File: config.mk
export PLATFORM = sky130hd
export DESIGN_NAME = ltc_transaction_ctrl
export DESIGN_NICKNAME = d
export VERILOG_FILES = /design/src/common/ltc_pkg.sv /design/src/hdl/ltc_event_cnt.sv /design/src/hdl/ltc_transaction_ctrl.sv
export SDC_FILE = /design/constraint.sdc
export NUM_CORES = 1
export LEC_CHECK = 0
export ABC_AREA = 1
export BUFFER_PORTS_ARGS = -buffer_cell sky130_fd_sc_hd__clkbuf_2
export CAP_MARGIN = 20
export CORE_ASPECT_RATIO = 2
export CORE_MARGIN = 2
export CORE_UTILIZATION = 54
export CTS_BUF_LIST = sky130_fd_sc_hd__clkbuf_16
export CTS_CLUSTER_SIZE = 24
export DETAILED_ROUTE_END_ITERATION = 6
export HOLD_SLACK_MARGIN = 0.12
export PLACE_DENSITY = 0.84
export SYNTH_ARGS = -nofsm -noshare
export SYNTH_HDL_FRONTEND = slang
export SYNTH_SLANG_ARGS = --single-unit
export TNS_END_PERCENT = 5
File: constraint.sdc
create_clock -name clk -period 4.4 [get_ports clk]
set_input_delay 1.32 -clock clk [delete_from_list [all_inputs] [get_ports clk]]
set_output_delay 1.32 -clock clk [all_outputs]
set_load 0.005 [all_outputs]
File: src/common/ltc_pkg.sv
// Constants and types for the link transaction control register block.
package ltc_pkg;

    // Configuration space location of the control register.
    localparam logic [2:0]  LTC_CFG_FUNC   = 3'h0;
    localparam logic [7:0]  LTC_CFG_OFFSET = 8'h68;
    localparam logic [31:0] LTC_RESET      = 32'h0F00_0000;

    // Field positions.
    localparam int B_NO_PROBE_BYTE_READ   = 0;
    localparam int B_NO_PROBE_DWORD_READ  = 1;
    localparam int B_NO_PROBE_BYTE_WRITE  = 2;
    localparam int B_NO_PROBE_DWORD_WRITE = 3;
    localparam int B_TARGET_START_OFF     = 4;
    localparam int B_SECOND_CORE_ENABLE   = 5;
    localparam int B_CORE_REQ_PASS        = 6;
    localparam int B_CORE_RD_RESP_PASS    = 7;
    localparam int B_PROBE_CANCEL_OFF     = 8;
    localparam int B_REMOTE_CANCEL_OFF    = 9;
    localparam int B_FILL_PROBE_OFF       = 10;
    localparam int B_DS_RESP_PASS         = 11;
    localparam int B_ISOC_AS_ORDERED      = 12;
    localparam int B_BUF_REL_LO           = 13;
    localparam int B_LIMIT_COH_CFG        = 15;
    localparam int B_DS_NP_CAP_LO         = 21;
    localparam int B_HP_BYPASS_LO         = 26;
    localparam int B_ISOC_HI_OFF          = 30;
    localparam int B_ISOC_MED_OFF         = 31;

    // Buffer release thresholds in link doublewords.
    localparam logic [6:0] LTC_BRT_SEL0 = 7'h40;
    localparam logic [6:0] LTC_BRT_SEL1 = 7'h10;
    localparam logic [6:0] LTC_BRT_SEL2 = 7'h08;
    localparam logic [6:0] LTC_BRT_SEL3 = 7'h02;

    // Outstanding downstream non-posted caps; zero means unlimited.
    localparam logic [3:0] LTC_NP_SEL0 = 4'h0;
    localparam logic [3:0] LTC_NP_SEL1 = 4'h1;
    localparam logic [3:0] LTC_NP_SEL2 = 4'h4;
    localparam logic [3:0] LTC_NP_SEL3 = 4'h8;

    typedef enum logic [2:0] {
        KIND_BYTE_READ,
        KIND_DWORD_READ,
        KIND_BYTE_WRITE,
        KIND_DWORD_WRITE,
        KIND_FILL,
        KIND_OTHER
    } ltc_kind_t;

    typedef enum logic [1:0] {
        PRIO_LOW,
        PRIO_MED,
        PRIO_HIGH
    } ltc_prio_t;

endpackage

File: src/hdl/ltc_event_cnt.sv
// Saturating event counter that flags when a programmed limit is reached.
`timescale 1ns/1ps
module ltc_event_cnt
    import ltc_pkg::*;
#(
    parameter int W = 7
)
(
    input  wire logic         clk,      // System clock.
    input  wire logic         reset_n,  // Synchronous reset, active low.
    input  wire logic         clear,    // Restart the count.
    input  wire logic         step,     // One event to count.
    input  wire logic [W-1:0] limit,    // Count at which reached rises.
    output logic              reached   // Count has met the limit.
);

    logic [W-1:0] cnt_q;

    // Clear wins over step so a restart never carries a stale event.
    always_ff @(posedge clk)
    begin
        if (!reset_n)
            cnt_q <= '0;
        else if (clear)
            cnt_q <= '0;
        else if (step && (cnt_q != '1))
            cnt_q <= cnt_q + W'(1);
    end

    assign reached = (cnt_q >= limit);

endmodule

File: src/hdl/ltc_transaction_ctrl.sv
// Link transaction control register and the per-transaction decisions it steers.
`timescale 1ns/1ps
module ltc_transaction_ctrl
    import ltc_pkg::*;
(
    input  wire logic        clk,                 // System clock, 125 MHz.
    input  wire logic        reset_n,             // Synchronous reset, active low.
    // Configuration access port.
    input  wire logic        cfg_valid,           // Access request, one cycle.
    input  wire logic        cfg_write,           // 1 write, 0 read.
    input  wire logic [2:0]  cfg_func,            // Configuration function number.
    input  wire logic [7:0]  cfg_offset,          // Byte offset of the register.
    input  wire logic [3:0]  cfg_be,              // Byte enables for writes.
    input  wire logic [31:0] cfg_wdata,           // Write data.
    output logic             cfg_ack,             // Access claimed, one cycle later.
    output logic [31:0]      cfg_rdata,           // Read data, valid with ack.
    // Core request classification.
    input  wire logic        req_valid,           // Core request issued.
    input  wire ltc_kind_t   req_kind,            // Size class of the request.
    input  wire logic        req_cmd_bit1,        // Bit 1 of the sized command.
    input  wire logic        req_is_write,        // Request is a write.
    output logic             dec_valid,           // Decision for the request.
    output logic             dec_probe,           // Issue probes for it.
    output logic             dec_pass_posted,     // May pass posted writes.
    output logic             dec_ordered,         // Command bit 1 means ordered.
    output ltc_prio_t        dec_prio,            // Isochronous write priority.
    // Target start at the memory controller.
    input  wire logic        mc_ordered,          // Ordered transaction received.
    output logic             tgt_start,           // Send target-start packet.
    // Read responses to core reads.
    input  wire logic        rrsp_valid,          // Read response to a core read.
    output logic             rrsp_valid_o,        // Decision valid.
    output logic             rrsp_pass_posted,    // Response may pass posted writes.
    // Probe dirty hits.
    input  wire logic        dirty_hit,           // Probe hit a dirty block.
    input  wire logic        dirty_hit_local,     // Cache is on the memory's node.
    output logic             mem_cancel,          // Send a memory cancel.
    // Downstream responses in the host bridge.
    input  wire logic        dsr_valid,           // Downstream response.
    input  wire logic        dsr_req_pass,        // Pass flag of the original request.
    output logic             dsr_valid_o,         // Decision valid.
    output logic             dsr_pass_posted,     // Pass flag to send.
    // Configuration routing.
    input  wire logic        cra_valid,           // Config access to coherent space.
    input  wire logic [2:0]  cra_node,            // Target node.
    input  wire logic [2:0]  node_count,          // Node count minus one.
    output logic             cra_valid_o,         // Decision valid.
    output logic             cra_noncoherent,     // Redirect to noncoherent link.
    // Downstream non-posted limiter.
    input  wire logic        np_issue,            // Non-posted request sent.
    input  wire logic        np_done,             // Non-posted request completed.
    output logic             np_stall,            // Hold further non-posted requests.
    // Buffer release insertion.
    input  wire logic        rel_pending,         // Buffer release waiting.
    input  wire logic        link_dw_sent,        // One link doubleword sent.
    input  wire logic        link_busy,           // Link stream is busy.
    input  wire logic        rel_sent,            // Release went out.
    output logic             rel_force,           // Force release into the stream.
    // High-priority bypass control.
    input  wire logic        hp_bypass,           // High access passed a lower one.
    input  wire logic        acc_done,            // An access was serviced.
    output logic             hp_suspend,          // High priority mode held off.
    // Core enable.
    output logic             second_core_enable   // Second core may fetch.
);

    ////////////////////////////////////////////////////////////////////////////
    // Control register.

    logic [31:0] ctrl_q;
    logic        cfg_hit;

    assign cfg_hit = cfg_valid && (cfg_func == LTC_CFG_FUNC) && (cfg_offset == LTC_CFG_OFFSET);

    // Per-byte write; every bit is read/write so nothing is masked.
    always_ff @(posedge clk)
    begin
        if (!reset_n)
            ctrl_q <= LTC_RESET;
        else if (cfg_hit && cfg_write)
        begin
            for (int i = 0; i < 4; i++)
            begin
                if (cfg_be[i])
                    ctrl_q[8*i +: 8] <= cfg_wdata[8*i +: 8];
            end
        end
    end

    always_ff @(posedge clk)
    begin
        if (!reset_n)
        begin
            cfg_ack   <= 1'b0;
            cfg_rdata <= '0;
        end
        else
        begin
            cfg_ack   <= cfg_hit;
            cfg_rdata <= (cfg_hit && !cfg_write) ? ctrl_q : '0;
        end
    end

    // A transaction in the same cycle as a write still samples the old
    // value, since every decision below reads ctrl_q before it updates.
    assign second_core_enable = ctrl_q[B_SECOND_CORE_ENABLE];

    ////////////////////////////////////////////////////////////////////////////
    // Core request decisions, latched once at issue.

    logic probe_d;
    logic prio_hi_off;
    logic prio_med_off;

    always_comb
    begin
        case (req_kind)
            KIND_BYTE_READ:   probe_d = !ctrl_q[B_NO_PROBE_BYTE_READ];
            KIND_DWORD_READ:  probe_d = !ctrl_q[B_NO_PROBE_DWORD_READ];
            KIND_BYTE_WRITE:  probe_d = !ctrl_q[B_NO_PROBE_BYTE_WRITE];
            KIND_DWORD_WRITE: probe_d = !ctrl_q[B_NO_PROBE_DWORD_WRITE];
            KIND_FILL:        probe_d = !ctrl_q[B_FILL_PROBE_OFF];
            default:          probe_d = 1'b1;
        endcase
    end

    assign prio_hi_off  = ctrl_q[B_ISOC_HI_OFF];
    assign prio_med_off = ctrl_q[B_ISOC_MED_OFF];

    always_ff @(posedge clk)
    begin
        if (!reset_n)
        begin
            dec_valid       <= 1'b0;
            dec_probe       <= 1'b0;
            dec_pass_posted <= 1'b0;
            dec_ordered     <= 1'b0;
            dec_prio        <= PRIO_LOW;
        end
        else
        begin
            dec_valid <= req_valid;
            if (req_valid)
            begin
                dec_probe       <= probe_d;
                dec_pass_posted <= ctrl_q[B_CORE_REQ_PASS];
                dec_ordered     <= ctrl_q[B_ISOC_AS_ORDERED] && req_cmd_bit1;
                // Priority only applies to isochronous writes while bit 1
                // still means isochronous.
                if (!req_is_write || !req_cmd_bit1 || ctrl_q[B_ISOC_AS_ORDERED])
                    dec_prio <= PRIO_LOW;
                else if (!prio_hi_off)
                    dec_prio <= PRIO_HIGH;
                else if (prio_med_off)
                    dec_prio <= PRIO_LOW;
                else
                    dec_prio <= PRIO_MED;
            end
        end
    end

    ////////////////////////////////////////////////////////////////////////////
    // Memory controller, probe and response decisions.

    always_ff @(posedge clk)
    begin
        if (!reset_n)
        begin
            tgt_start  <= 1'b0;
            mem_cancel <= 1'b0;
        end
        else
        begin
            tgt_start  <= mc_ordered && !ctrl_q[B_TARGET_START_OFF];
            mem_cancel <= dirty_hit && !ctrl_q[B_PROBE_CANCEL_OFF]
                          && (dirty_hit_local || !ctrl_q[B_REMOTE_CANCEL_OFF]);
        end
    end

    always_ff @(posedge clk)
    begin
        if (!reset_n)
        begin
            rrsp_valid_o     <= 1'b0;
            rrsp_pass_posted <= 1'b0;
            dsr_valid_o      <= 1'b0;
            dsr_pass_posted  <= 1'b0;
        end
        else
        begin
            rrsp_valid_o <= rrsp_valid;
            dsr_valid_o  <= dsr_valid;
            if (rrsp_valid)
                rrsp_pass_posted <= ctrl_q[B_CORE_RD_RESP_PASS];
            if (dsr_valid)
                dsr_pass_posted <= ctrl_q[B_DS_RESP_PASS] || dsr_req_pass;
        end
    end

    ////////////////////////////////////////////////////////////////////////////
    // Configuration routing to absent nodes.

    always_ff @(posedge clk)
    begin
        if (!reset_n)
        begin
            cra_valid_o     <= 1'b0;
            cra_noncoherent <= 1'b0;
        end
        else
        begin
            cra_valid_o <= cra_valid;
            if (cra_valid)
                cra_noncoherent <= ctrl_q[B_LIMIT_COH_CFG] && (cra_node > node_count);
        end
    end

    ////////////////////////////////////////////////////////////////////////////
    // Downstream non-posted limiter.

    logic [3:0] np_cap;
    logic [3:0] np_out_q;

    always_comb
    begin
        case (ctrl_q[B_DS_NP_CAP_LO +: 2])
            2'h1:    np_cap = LTC_NP_SEL1;
            2'h2:    np_cap = LTC_NP_SEL2;
            2'h3:    np_cap = LTC_NP_SEL3;
            default: np_cap = LTC_NP_SEL0;
        endcase
    end

    // Lowering the cap below the outstanding count only stalls new issues;
    // requests already out drain normally.
    assign np_stall = (np_cap != LTC_NP_SEL0) && (np_out_q >= np_cap);

    always_ff @(posedge clk)
    begin
        if (!reset_n)
            np_out_q <= '0;
        else
        begin
            case ({np_issue && (np_out_q != 4'hF), np_done && (np_out_q != 4'h0)})
                2'b10:   np_out_q <= np_out_q + 4'h1;
                2'b01:   np_out_q <= np_out_q - 4'h1;
                default: np_out_q <= np_out_q;
            endcase
        end
    end

    ////////////////////////////////////////////////////////////////////////////
    // Buffer release insertion threshold.

    logic [6:0] rel_limit;
    logic       rel_reached;

    always_comb
    begin
        case (ctrl_q[B_BUF_REL_LO +: 2])
            2'h1:    rel_limit = LTC_BRT_SEL1;
            2'h2:    rel_limit = LTC_BRT_SEL2;
            2'h3:    rel_limit = LTC_BRT_SEL3;
            default: rel_limit = LTC_BRT_SEL0;
        endcase
    end

    ltc_event_cnt #(.W(7)) u_rel_cnt
    (
        .clk     (clk),
        .reset_n (reset_n),
        .clear   (rel_sent || !rel_pending),
        .step    (rel_pending && link_dw_sent),
        .limit   (rel_limit),
        .reached (rel_reached)
    );

    assign rel_force = rel_pending && link_busy && rel_reached;

    ////////////////////////////////////////////////////////////////////////////
    // High-priority bypass limit.

    logic hp_reached;
    logic hp_hold_q;

    ltc_event_cnt #(.W(2)) u_hp_cnt
    (
        .clk     (clk),
        .reset_n (reset_n),
        .clear   (hp_hold_q && acc_done),
        .step    (hp_bypass && !hp_suspend),
        .limit   (ctrl_q[B_HP_BYPASS_LO +: 2]),
        .reached (hp_reached)
    );

    // Once a nonzero count is spent, high priority sits out exactly one access.
    always_ff @(posedge clk)
    begin
        if (!reset_n)
            hp_hold_q <= 1'b0;
        else if (hp_hold_q && acc_done)
            hp_hold_q <= 1'b0;
        else if (hp_reached)
            hp_hold_q <= 1'b1;
    end

    assign hp_suspend = hp_hold_q || hp_reached;

endmodule

==> flow_summary.ini <==
[synth]
ys_ff_latch = 93
netlist_area_sq_mm = 0.00394
syn_nets = 618
synthCells = 523
ys_warn_count = 0
synth_cell_type_count = 29
synth.avg_cell_area_sq_um = 7.53
yosysSeqAreaShare = 0.473

[power_and_ir_drop]
p_leak_nw = 2.71
peakVddDrop_mv = 0.294
power.density_mw_per_mm2 = 384
p_total_mw = 1.90

[timing]
slew_violations = 0
post-route-period-util = 0.702
finalHoldViolations = 0
setup-tns-final_ns = 0
maxSlewHeadroom = 0.629
skew_ns = 0.00439
fin_crit_ns = 3.09
fmax_mhz = 324
grt_setup_unrepaired = false
setup_viol = 0
worst-slew-pin-transition_ns = 0.552

[hold_path]
hp-class = reg2reg
hold_start = ctrl_q[8]

[detailed_routing]
wl_per_cell_um = 11.7
route.vias.total = 3625
via_per_inst = 4.83
wirelength_um = 8790
firstDrtPassIters = 4
drtAntennaViolNets = 0
first_iter_violations = 172
drc = 0

[place]
place.port_buffers = 128
dpl.cell_count = 735
dp_hpwl_um = 6490
routabilityCongestion = 0.848

[setup_path]
cp-end-kind = output pin
cp.arrival_ns = 1.77
required_ns = 3.08
cpMaxStageDelayCell = dfxtp_1
critPathMaxStageDelay_ns = 0.33
path_class = reg2out
crit_fanout = 4
cp_cell_sequence = inv_1 -> nand2_1 -> ha_1 -> a21oi_1 -> o21ai_0 -> nor3_1 -> nor2_1 -> clkbuf_2
crit_path_start = ctrl_q[14]
start_kind = flip-flop
crit-reg2reg-launch = np_out_q[1]

[clocking]
cts-root-buf = clkbuf_16
clock-sinks = 93
cts_tree = built
h-tree-depth = 3
cts_made_buffers = 9
clockBufferDepth = 2
worstSkewPairLatency_ns = 0.34
path_clk_slew_ns = 0.06
cts-hold-fix-buffers = 0
post_cts_buffers = 0
cts-resized-gates = 0

[die]
dieArea_sq_mm = 0.00804
die_x_um = 64.4
ios = 129
fp-row-count = 44
die_h_um = 125
core-area_sq_mm = 0.00716
start_util = 0.551

[finish]
final_common_cell = clkbuf_2
drive_gt1_frac = 0.267
final.fill_count = 614
finalNetCount = 749
antenna_cells = 0
final_cell_mix = clkbuf_2, nand2_1, dfxtp_1, nor2_1, inv_1
area_delta_synth_final_pct = 25.2
stdcell_count = 751

[global_routing]
grt_pass1_wl_um = 15000
antenna_found_initial = 0
grt_pass1_vias = 3496
grt_max_degree = 47
grt.total_usage = 0.235
gr-total-overflow = 0

[job]
maxCapViolations = 0

[status]
outcome = complete, no violations
==> path summary, 6_finish.rpt <==
kind	end	slack [ns]	cells after the start
worst max-delay path	rel_force	1.31	8
worst min-delay path	mem_cancel	0.41	1
worst max register to register	np_out_q[2]	2.11	11
worst min register to register	mem_cancel	0.41	1
==> sequential cells by signal, summed over array words and instances (netlist names), 2 cells and up <==
signal and count:
cfg_rdata 32, ctrl_q 32, dec_prio 2, np_out_q 4, u_hp_cnt.cnt_q 2, u_rel_cnt.cnt_q 7
==> cells by family after synthesis <==
group | count (synthesis) | synth area share
flip-flops | 93 | 0.473
XOR/XNOR | 4 | 0.00889
adder cells (fa/ha/maj) | 17 | 0.0540
buffers and inverters | 91 | 0.0940
AND/OR/NAND/NOR | 271 | 0.304
AO/OA/AOI/OAI | 47 | 0.0664
==> final cells by class <==
cell class	instances	area, sq um	share of cell area
repair buffers	129	648	0.131
well taps	92	115	0.0233
clock inverters	7	66.3	0.0134
clock buffers	9	225	0.0457
multi-input cells	339	1710	0.346
inverters	82	308	0.0624
flip-flops and latches	93	1860	0.377
==> routing by layer <==
layer / global-route usage / wire, um / up-vias
met3: 0.0605 / 729 / 16
met4: 0.108 / 210 / 0
li1: - / - / 1884
met5: 0 / 0 / -
met2: 0.396 / 4170 / 149
met1: 0.273 / 3680 / 1576
==> worst max-delay path, delay by kind of cell (launching register included) <==
kind	cells	cell delay (ns)
fa+ha+maj	1	0.31
simple gates	3	0.33
flops	1	0.33
buf+inv	2	0.23
compound gates	2	0.23
==> Yosys cell counts <==
master      n  area share
nand2_1   116        0.11
dfxtp_1    93        0.47
nor2_1     92       0.088
inv_1      82       0.078
a21oi_1    22       0.028
nor2_2     22       0.035
nand3_1    18       0.023
ha_1       17       0.054
o21ai_0    16       0.020
nand4_1     7       0.011
buf_2       5      0.0064
nor3_1      4      0.0051
buf_6       3      0.0086
nand4_2     3      0.0095
nand2_2     2      0.0032
nand3b_1    2      0.0038
nor2_4      2      0.0057
o211ai_1    2      0.0038
o21a_1      2      0.0038
o41ai_1     2      0.0044
xnor2_1     2      0.0044
xor2_1      2      0.0044
a21boi_0    1      0.0019
clkbuf_1    1     0.00095
nand2_4     1      0.0029
nand4_4     1      0.0054
nor4_1      1      0.0016
o221ai_1    1      0.0022
o31ai_1     1      0.0019
==> power by group <==
part	total [mW]	leakage [nW]	internal, mW	switching, mW
combinational	0.256	1.81	0.108	0.148
clock	0.742	0.145	0.436	0.305
sequential	0.898	0.753	0.871	0.0273
==> per-stage QoR <==
step | setup slack, ns | hold WS (ns) | instance area [sq um] | util
6_report | 1.31 | 0.408 | 4930 | 0.689
2_1_floorplan | 1.61 | 0.389 | 3940 | -
4_1_cts | 1.30 | 0.408 | 4930 | 0.689
3_5_place_dp | 1.38 | 0.398 | 4640 | 0.648
3_3_place_gp | 1.41 | 0.400 | 4640 | 0.648
5_1_grt | 1.13 | 0.426 | 4930 | 0.689
Power figures use the tool's default switching activity.
